File: config.mk
export PLATFORM = sky130hd
export DESIGN_NAME = acr_regs
export DESIGN_NICKNAME = d
export VERILOG_FILES = /design/src/logic/acr_pkg.sv /design/src/logic/acr_cell_hyst.sv /design/src/logic/acr_regs.sv
export SDC_FILE = /design/constraint.sdc
export NUM_CORES = 1
export LEC_CHECK = 0
export ABC_CLOCK_PERIOD_IN_PS = 3400
export BUFFER_PORTS_ARGS = -buffer_cell sky130_fd_sc_hd__buf_2
export CAP_MARGIN = 20
export CELL_PAD_IN_SITES_DETAIL_PLACEMENT = 0
export CELL_PAD_IN_SITES_GLOBAL_PLACEMENT = 2
export CORE_UTILIZATION = 32
export CTS_BUF_LIST = sky130_fd_sc_hd__clkbuf_8
export DETAILED_ROUTE_END_ITERATION = 6
export PLACE_DENSITY_LB_ADDON = 0.1
export SYNTH_ARGS = -nofsm -noshare
export SYNTH_HDL_FRONTEND = slang
export SYNTH_SLANG_ARGS = --single-unit
File: constraint.sdc
create_clock -name hclk -period 3.4 [get_ports hclk]
set_input_delay 0.34 -clock hclk [delete_from_list [all_inputs] [get_ports hclk]]
set_output_delay 0.34 -clock hclk [all_outputs]
set_load 0.05 [all_outputs]
File: src/logic/acr_pkg.sv
// Shared constants for the alert configuration register bank
package acr_pkg;
    // Register indices; byte address is four times the index
    localparam logic [7:0] IDX_AUX_HOT_EN = 8'h1d;
    localparam logic [7:0] IDX_CAL_FORCE = 8'h1e;
    localparam logic [7:0] IDX_CELL_CLR = 8'h1f;
    localparam logic [7:0] IDX_CELL_SET = 8'h20;
    localparam logic [7:0] IDX_AUX_CFG = 8'h30;
    localparam logic [7:0] IDX_IRQ_STAT = 8'h31;
    localparam logic [7:0] IDX_IRQ_MASK = 8'h32;
    localparam logic [7:0] IDX_CELL_ALERTS = 8'h33;
    localparam logic [7:0] IDX_AUX_CAL_ALERTS = 8'h34;
    // Field positions
    localparam int THR_LSB = 2;
    localparam int AUX_CFG_GPIO_LSB = 8;
    localparam int ALERTS_CAL_LSB = 8;
    localparam int CAL_ADC_OFS = 4;
    localparam int CAL_RAMP_OFS = 3;
    localparam int CAL_RATIO_OFS = 2;
    localparam int CAL_PYR_GAIN = 1;
    localparam int CAL_RAMP_GAIN = 0;
    localparam int IRQ_CELL = 0;
    localparam int IRQ_AUX = 1;
    localparam int IRQ_CAL = 2;
    // Widths and reset values
    localparam int THR_W = 14;
    localparam int NUM_CAL = 5;
    localparam int NUM_IRQ = 3;
    localparam logic [5:0] RST_AUX_HOT_EN = 6'h0;
    localparam logic [4:0] RST_CAL_FORCE = 5'h00;
    localparam logic [13:0] RST_CELL_CLR = 14'h3fff;
    localparam logic [13:0] RST_CELL_SET = 14'h3fff;
    // Bus engine states, Gray coded along idle-wait-data
    typedef enum logic [1:0] {
        ACR_IDLE = 2'b00,
        ACR_RWAIT = 2'b01,
        ACR_RDATA = 2'b11,
        ACR_WDATA = 2'b10
    } acr_bus_st_t;
endpackage : acr_pkg

File: src/logic/acr_cell_hyst.sv
// One cell's overvoltage alert with set and clear hysteresis
`timescale 1ns/1ns
module acr_cell_hyst
    import acr_pkg::*;
(
    input wire logic hclk,
    input wire logic hresetn,
    input wire logic upd,
    input wire logic [THR_W-1:0] code,
    input wire logic [THR_W-1:0] set_level,
    input wire logic [THR_W-1:0] clr_level,
    output logic alert_q
);
    logic alert_d;

    // Set wins if software leaves clear above set
    always_comb begin
        alert_d = alert_q;
        if (upd) begin
            if (code > set_level) begin
                alert_d = 1'b1;
            end else if (code <= clr_level) begin
                alert_d = 1'b0;
            end
        end
    end

    // Between the levels the alert keeps its state
    always_ff @(posedge hclk or negedge hresetn) begin
        if (!hresetn) begin
            alert_q <= 1'b0;
        end else begin
            alert_q <= alert_d;
        end
    end
endmodule : acr_cell_hyst

File: src/logic/acr_regs.sv
// Alert configuration register bank with AHB-Lite slave
`timescale 1ns/1ns
module acr_regs
    import acr_pkg::*;
#(
    parameter int NUM_CELLS = 14,
    parameter int NUM_AUX = 6
) (
    input wire logic hclk,
    input wire logic hresetn,
    input wire logic hsel,
    input wire logic [31:0] haddr,
    input wire logic [1:0] htrans,
    input wire logic hwrite,
    input wire logic [2:0] hsize,
    input wire logic [31:0] hwdata,
    input wire logic hready,
    output logic hreadyout,
    output logic hresp,
    output logic [31:0] hrdata,
    input wire logic cell_meas_valid,
    input wire logic cell_meas_unipolar,
    input wire logic [3:0] cell_meas_index,
    input wire logic [THR_W-1:0] cell_meas_code,
    input wire logic aux_meas_valid,
    input wire logic [2:0] aux_meas_chan,
    input wire logic [THR_W-1:0] aux_meas_code,
    input wire logic [THR_W-1:0] aux_ratio_hot_set_level,
    input wire logic [THR_W-1:0] aux_abs_hot_set_level,
    input wire logic comp_aux_valid,
    input wire logic [NUM_AUX-1:0] comp_aux_below,
    input wire logic [NUM_CAL-1:0] cal_range_fail,
    input wire logic [NUM_CAL-1:0] cal_alert_mask,
    output logic [NUM_CELLS-1:0] cell_high_voltage_alert,
    output logic [NUM_AUX-1:0] aux_hot_alert,
    output logic [NUM_AUX-1:0] aux_reference_select,
    output logic [NUM_AUX-1:0] aux_pin_gpio_mode,
    output logic adc_offset_cal_alert,
    output logic ramp_offset_cal_alert,
    output logic ratio_offset_cal_alert,
    output logic pyramid_gain_cal_alert,
    output logic ramp_gain_cal_alert,
    output logic irq
);
    // Fields of the config register must not overlap
    if (NUM_CELLS < 1 || NUM_CELLS > 16 ||
        NUM_AUX < 1 || NUM_AUX > 8) begin : g_bad_params
        $error("acr_regs: channel counts out of range");
    end

    acr_bus_st_t st_q, st_d;
    logic [7:0] idx_q, idx_d;
    logic [31:0] hrdata_q, hrdata_d;
    logic [NUM_AUX-1:0] aux_hot_en_q, aux_hot_en_d;
    logic [NUM_AUX-1:0] ref_sel_q, ref_sel_d;
    logic [NUM_AUX-1:0] gpio_q, gpio_d;
    logic [NUM_AUX-1:0] aux_alert_q, aux_alert_d;
    logic [NUM_CAL-1:0] cal_force_q, cal_force_d;
    logic [NUM_CAL-1:0] cal_alert_q, cal_alert_d;
    logic [THR_W-1:0] cell_clr_q, cell_clr_d;
    logic [THR_W-1:0] cell_set_q, cell_set_d;
    logic [NUM_IRQ-1:0] irq_stat_q, irq_stat_d;
    logic [NUM_IRQ-1:0] irq_mask_q, irq_mask_d;
    logic [NUM_CELLS-1:0] cell_prev_q;
    logic [NUM_CELLS-1:0] cell_alert;
    logic accept;
    logic wr_commit;
    logic [NUM_IRQ-1:0] irq_evt;
    logic [THR_W-1:0] aux_level;

    // Only the address phase of a valid transfer is taken
    assign accept = hsel && htrans[1] && hready;
    assign wr_commit = (st_q == ACR_WDATA);
    // Reads take one wait state so a preceding write lands first
    assign hreadyout = (st_q != ACR_RWAIT);
    assign hresp = 1'b0;
    assign hrdata = hrdata_q;

    // Bus engine next state and read data capture
    always_comb begin
        st_d = ACR_IDLE;
        idx_d = idx_q;
        hrdata_d = hrdata_q;
        if (st_q == ACR_RWAIT) begin
            st_d = ACR_RDATA;
            hrdata_d = 32'h0000_0000;
            case (idx_q)
                IDX_AUX_HOT_EN: begin
                    hrdata_d[NUM_AUX-1:0] = aux_hot_en_q;
                end
                IDX_CAL_FORCE: begin
                    hrdata_d[NUM_CAL-1:0] = cal_force_q;
                end
                IDX_CELL_CLR: begin
                    hrdata_d[THR_LSB +: THR_W] = cell_clr_q;
                end
                IDX_CELL_SET: begin
                    hrdata_d[THR_LSB +: THR_W] = cell_set_q;
                end
                IDX_AUX_CFG: begin
                    hrdata_d[NUM_AUX-1:0] = ref_sel_q;
                    hrdata_d[AUX_CFG_GPIO_LSB +: NUM_AUX] = gpio_q;
                end
                IDX_IRQ_STAT: begin
                    hrdata_d[NUM_IRQ-1:0] = irq_stat_q;
                end
                IDX_IRQ_MASK: begin
                    hrdata_d[NUM_IRQ-1:0] = irq_mask_q;
                end
                IDX_CELL_ALERTS: begin
                    hrdata_d[NUM_CELLS-1:0] = cell_alert;
                end
                IDX_AUX_CAL_ALERTS: begin
                    hrdata_d[NUM_AUX-1:0] = aux_alert_q;
                    hrdata_d[ALERTS_CAL_LSB +: NUM_CAL] = cal_alert_q;
                end
                default: begin
                    hrdata_d = 32'h0000_0000; // Unmapped reads zero
                end
            endcase
        end else if (accept) begin
            idx_d = haddr[9:2];
            st_d = hwrite ? ACR_WDATA : ACR_RWAIT;
        end
    end

    always_ff @(posedge hclk or negedge hresetn) begin
        if (!hresetn) begin
            st_q <= ACR_IDLE;
            idx_q <= 8'h00;
            hrdata_q <= 32'h0000_0000;
        end else begin
            st_q <= st_d;
            idx_q <= idx_d;
            hrdata_q <= hrdata_d;
        end
    end

    // Threshold for the measured aux channel follows its reference choice
    assign aux_level = ref_sel_q[aux_meas_chan] ? aux_ratio_hot_set_level
                                                : aux_abs_hot_set_level;

    // Register writes, aux and calibration alerts, interrupt status
    always_comb begin
        aux_hot_en_d = aux_hot_en_q;
        ref_sel_d = ref_sel_q;
        gpio_d = gpio_q;
        cal_force_d = cal_force_q;
        cell_clr_d = cell_clr_q;
        cell_set_d = cell_set_q;
        irq_mask_d = irq_mask_q;
        aux_alert_d = aux_alert_q;
        irq_stat_d = irq_stat_q;
        // Skipped channels keep their old alert
        for (int i = 0; i < NUM_AUX; i++) begin
            if (aux_hot_en_q[i] && !gpio_q[i]) begin
                if (aux_meas_valid && aux_meas_chan == 3'(i)) begin
                    aux_alert_d[i] = aux_meas_code < aux_level;
                end
                if (comp_aux_valid) begin
                    aux_alert_d[i] = comp_aux_below[i];
                end
            end
        end
        if (wr_commit) begin
            case (idx_q)
                IDX_AUX_HOT_EN: begin
                    aux_hot_en_d = hwdata[NUM_AUX-1:0];
                end
                IDX_CAL_FORCE: begin
                    cal_force_d = hwdata[NUM_CAL-1:0];
                end
                IDX_CELL_CLR: begin
                    cell_clr_d = hwdata[THR_LSB +: THR_W];
                end
                IDX_CELL_SET: begin
                    cell_set_d = hwdata[THR_LSB +: THR_W];
                end
                IDX_AUX_CFG: begin
                    ref_sel_d = hwdata[NUM_AUX-1:0];
                    gpio_d = hwdata[AUX_CFG_GPIO_LSB +: NUM_AUX];
                end
                IDX_IRQ_STAT: begin
                    irq_stat_d = irq_stat_q & ~hwdata[NUM_IRQ-1:0];
                end
                IDX_IRQ_MASK: begin
                    irq_mask_d = hwdata[NUM_IRQ-1:0];
                end
                default: begin
                    irq_mask_d = irq_mask_q; // Unmapped writes dropped
                end
            endcase
        end
        // A disabled channel cannot hold an alert
        aux_alert_d = aux_alert_d & aux_hot_en_d;
        // Force overrides the range check only while unmasked
        cal_alert_d = (cal_force_q | cal_range_fail) & ~cal_alert_mask;
        irq_evt[IRQ_CELL] = |(cell_alert & ~cell_prev_q);
        irq_evt[IRQ_AUX] = |(aux_alert_d & ~aux_alert_q);
        irq_evt[IRQ_CAL] = |(cal_alert_d & ~cal_alert_q);
        // New events win over a write-one clear in the same cycle
        irq_stat_d = irq_stat_d | irq_evt;
    end

    always_ff @(posedge hclk or negedge hresetn) begin
        if (!hresetn) begin
            aux_hot_en_q <= NUM_AUX'(RST_AUX_HOT_EN);
            ref_sel_q <= '0;
            gpio_q <= '0;
            cal_force_q <= RST_CAL_FORCE;
            cell_clr_q <= RST_CELL_CLR;
            cell_set_q <= RST_CELL_SET;
            irq_mask_q <= '0;
            aux_alert_q <= '0;
            cal_alert_q <= '0;
            irq_stat_q <= '0;
            cell_prev_q <= '0;
        end else begin
            aux_hot_en_q <= aux_hot_en_d;
            ref_sel_q <= ref_sel_d;
            gpio_q <= gpio_d;
            cal_force_q <= cal_force_d;
            cell_clr_q <= cell_clr_d;
            cell_set_q <= cell_set_d;
            irq_mask_q <= irq_mask_d;
            aux_alert_q <= aux_alert_d;
            cal_alert_q <= cal_alert_d;
            irq_stat_q <= irq_stat_d;
            cell_prev_q <= cell_alert;
        end
    end

    // One hysteresis tracker per cell; bipolar results are ignored
    for (genvar c = 0; c < NUM_CELLS; c++) begin : g_cell
        acr_cell_hyst u_hyst (
            .hclk(hclk),
            .hresetn(hresetn),
            .upd(cell_meas_valid && cell_meas_unipolar &&
                 cell_meas_index == 4'(c)),
            .code(cell_meas_code),
            .set_level(cell_set_q),
            .clr_level(cell_clr_q),
            .alert_q(cell_alert[c])
        );
    end

    // Outputs, all from flops
    assign cell_high_voltage_alert = cell_alert;
    assign aux_hot_alert = aux_alert_q;
    assign aux_reference_select = ref_sel_q;
    assign aux_pin_gpio_mode = gpio_q;
    assign adc_offset_cal_alert = cal_alert_q[CAL_ADC_OFS];
    assign ramp_offset_cal_alert = cal_alert_q[CAL_RAMP_OFS];
    assign ratio_offset_cal_alert = cal_alert_q[CAL_RATIO_OFS];
    assign pyramid_gain_cal_alert = cal_alert_q[CAL_PYR_GAIN];
    assign ramp_gain_cal_alert = cal_alert_q[CAL_RAMP_GAIN];
    assign irq = |(irq_stat_q & irq_mask_q);
endmodule : acr_regs

==> results.md <==
- Placer Congestion: 0.824
- WL/cell: roughly 20 um
- Cell family with most CP delay: compound AO/OA/AOI/OAI gates
- Area of the multi-input gates: a little under 0.004 sq mm
- F_max: ~300 MHz
- DRT met1 WL: between 10000 and 15000 um
- Drt pass-1 iters: 5
- CTS Root Cell: clkbuf_8
- Number of cell rows: 55
- Slew Limit Headroom: between 40% and 50%
- Startpoint Class: flip-flop
- Mapped Cells: around 740
- Die footprint: 0.0239 sq mm
- Met2 wire len: between 10000 and 15000 um
- Share of the synthesized area in the top cell type: about a third
- Syn. warnings: 0
- Synthesis-to-layout area growth: 19.2%
- Peak VDD IR: about 0.00018 V
- Synth top area cells: dfrtp_1 (32%), dfstp_2 (9.9%), ha_1 (6.9%)
- Synth area leader: dfrtp_1
- 1st-iter DRT viols: between 300 and 400
- Final period util: between 90% and 100%
- Slowest CP cell: mux4_2
- Post-synth EDFFs: 0
- Clock transition at the registers of the reported paths: 0.07 ns
- Worst-path cell chain: mux4_2 > mux2i_2 > buf_4 > mux2i_1 > ha_1 > a21o_1 > a21oi_1 > o21ai_0 > a2111oi_2 > o21ai_4 > o221ai_1
- Core area: about 0.023 sq mm
- Top_reg_cell synth: dfrtp_1
- Worst-margin pin slew: approximately 0.78 ns
- Detailed Place HPWL: around 18000 um
- Final hold violations: 0
- Fillers: between 2000 and 2500
- Metal3 WL: between 1000 and 1500 um
- Ant. Diodes: 0
- First-pass GRT wire length: around 37000 um
- Num CTS Buffers: 17
- Pleak: between 0.004 and 0.005 uW
- Final count of negative-setup-slack endpoints: 0
- Layout net count: between 1000 and 1500
- Crit path time final: around 3.2 ns
- DR vias: between 6000 and 7000
- Buf/Inv on CP: 1
- Final instance area: 0.00887 sq mm
- Post-DP Area: around 0.0085 sq mm
- Clk_skew: approximately 0.0075 ns
- CP max stage delay: ~0.52 ns
- Sink Count: about 120
- Core Util, Final: between 30% and 40%
- Slew Limit Fails: 0
- Number of global-route vias before repair: 6250
- Status: complete, no violations
- Die X: ~150 um
- Library cells used by synthesis: between 60 and 70
- WL final: between 20000 and 25000 um
- Post-synthesis instance area: about 0.0074 sq mm
- Hold crit path type: primary input to flip-flop
- P per Cell Area: about 500 mW/mm^2
- Most common cell after layout, fill and taps aside: buf_2
- RSZ-0062 raised after global routing: false
- H-tree Lvls: 4
- Max-Cap Viols: 0
- Antenna violations before repair: 0
- Post-CTS setup buffers: 0
- Largest net degree at the start of global routing: 55
- CTS tree: done
- Crit Path Max Fanout: 7
- Setup TNS: 0 ns
- Storage element area: 0.00309 sq mm
- I/O pin total: 229
- Via density: 5.21
- Initial Util: 32.8%
- Synthesized area per cell: 10.1 sq um
- Worst setup EP type: flip-flop
- GRT overflow: 0
- Critical path required time: between 3 and 4 ns
- Uppermost layer routed: met4
- CP arrival: roughly 3.6 ns
- Chip Height: ~150 um
- Clk_lat worst skew: between 0.4 and 0.5 ns
- # port buffers: 167
- #FFs+latches synth: between 100 and 150
- Antenna viol nets, final: 0
- Design Power: approximately 4500 uW
- Max Buffers Root-to-Sink: 2
- Share of layout cells above drive strength 1: roughly 34%
- Residual DRC: 0
- Setup CP Type: flip-flop to flip-flop
- Fraction of the yosys area taken by sequential cells: 41.5%
- Gr usage total: between 20% and 30%
- Async SR Flop Fraction: 100%
- Most frequent cells in the layout: buf_2 (166), dfrtp_1 (94), nor2_1 (59)
-- where the power goes --
group          switching [uW]  leakage (uW)  internal, uW  total [uW]
clock                     599      0.000213           692        1290
combinational             886       0.00264           494        1380
sequential                179       0.00135          1650        1830
-- worst paths after layout --
| path | to | slack (ns) | startpoint | cells past startpoint |
|---|---|---|---|---|
| setup / recovery | irq_stat_q[1]$_DFF_PN0_ | 0.15 | aux_reference_select[3]$_DFFE_PN0P_ | 11 |
| min in group asynchronous | g_cell[12].u_hyst.alert_q$_DFFE_PN0P_ | 0.50 | hresetn | 2 |
| hold / removal | cal_alert_q[2]$_DFF_PN0_ | 0.05 | cal_alert_mask[2] | 2 |
| max in group asynchronous | irq_stat_q[2]$_DFF_PN0_ | 1.85 | hresetn | 3 |
| hold reg to reg | hrdata[13]$_DFFE_PN0P_ | 0.49 | hrdata[13]$_DFFE_PN0P_ | 2 |
| setup reg to reg | irq_stat_q[1]$_DFF_PN0_ | 0.15 | aux_reference_select[3]$_DFFE_PN0P_ | 11 |
-- cells by family after synthesis --
| kind of cell | synth area share (%) |
|---|---|
| flip-flops | 41.5 |
| other | 0.0504 |
| adder cells (fa/ha/maj) | 6.89 |
| XOR/XNOR | 0.118 |
| multiplexers | 14.3 |
| buffers and inverters | 7.63 |
| AO/OA/AOI/OAI | 15.6 |
| AND/OR/NAND/NOR | 13.9 |
-- sequential cells by signal, summed over array words and instances (netlist names), 6 cells and up --
name	cells
aux_hot_alert	6
aux_hot_en_q	6
aux_pin_gpio_mode	6
aux_reference_select	6
cell_clr_q	14
cell_prev_q	14
cell_set_q	14
g_cell.u_hyst.alert_q	14
hrdata	16
idx_q	8
-- stage by stage --
step	hold slack (ns)	instances	setup WS [ns]
final	0.0470	1198	0.153
after global routing	0.0306	1198	0.0127
after CTS	0.0201	1198	0.0853
after detailed placement	0.444	1165	-0.0881
after global placement	0.436	1165	-0.00508
after floorplan	0.0444	751	0.0152
-- synth_stat cells (2+ instances only) --
| master | count |
|---|---|
| a222oi_1 | 2 |
| mux2_1 | 16 |
| o311ai_0 | 2 |
| a32o_1 | 3 |
| buf_2 | 4 |
| nor3b_2 | 2 |
| a2111oi_0 | 2 |
| a31oi_1 | 7 |
| clkbuf_1 | 14 |
| mux2_4 | 10 |
| o21ai_1 | 3 |
| mux2_2 | 40 |
| nand3b_1 | 3 |
| buf_6 | 5 |
| and3_1 | 2 |
| inv_1 | 49 |
| nor4_1 | 2 |
| ha_1 | 41 |
| nand4_1 | 20 |
| o221ai_1 | 5 |
| buf_4 | 34 |
| a211o_1 | 2 |
| o21a_1 | 3 |
| nor3_1 | 10 |
| nand2_1 | 45 |
| nand2b_1 | 13 |
| nor2_1 | 59 |
| or3_1 | 2 |
| nand2_2 | 2 |
| dfrtp_1 | 94 |
| o21ai_0 | 44 |
| a22o_1 | 7 |
| and2_1 | 3 |
| a221oi_1 | 11 |
| a211oi_1 | 4 |
| nand3_1 | 9 |
| o22ai_1 | 5 |
| nor2b_1 | 12 |
| a21o_1 | 21 |
| dfstp_2 | 28 |
| o21bai_1 | 3 |
| mux2i_1 | 26 |
| o211ai_1 | 10 |
| a21oi_1 | 30 |
| a22oi_1 | 4 |
-- routing by layer --
layer	track usage, %	vias to the layer above
li1	-	2953
met1	28.0	3098
met2	33.3	174
met3	3.47	16
met4	5.70	0
met5	0	-
-- area by class of cell --
cell class	instances	area share, %
clock inverters	12	1.21
multi-input cells	523	43.6
inverters	49	2.07
well taps	285	4.02
flip-flops and latches	122	34.8
repair buffers	187	11.2
clock buffers	20	3.10
-- timing repair --
action | 4_1_cts | 5_1_grt
hold buffers | 1 | 0
cloned | 0 | 0
setup endpoints to repair | 2 | 3
gates resized for setup | 2 | 2
endpoints found under the hold margin | 36 | 0
Power figures use the tool's default switching activity.
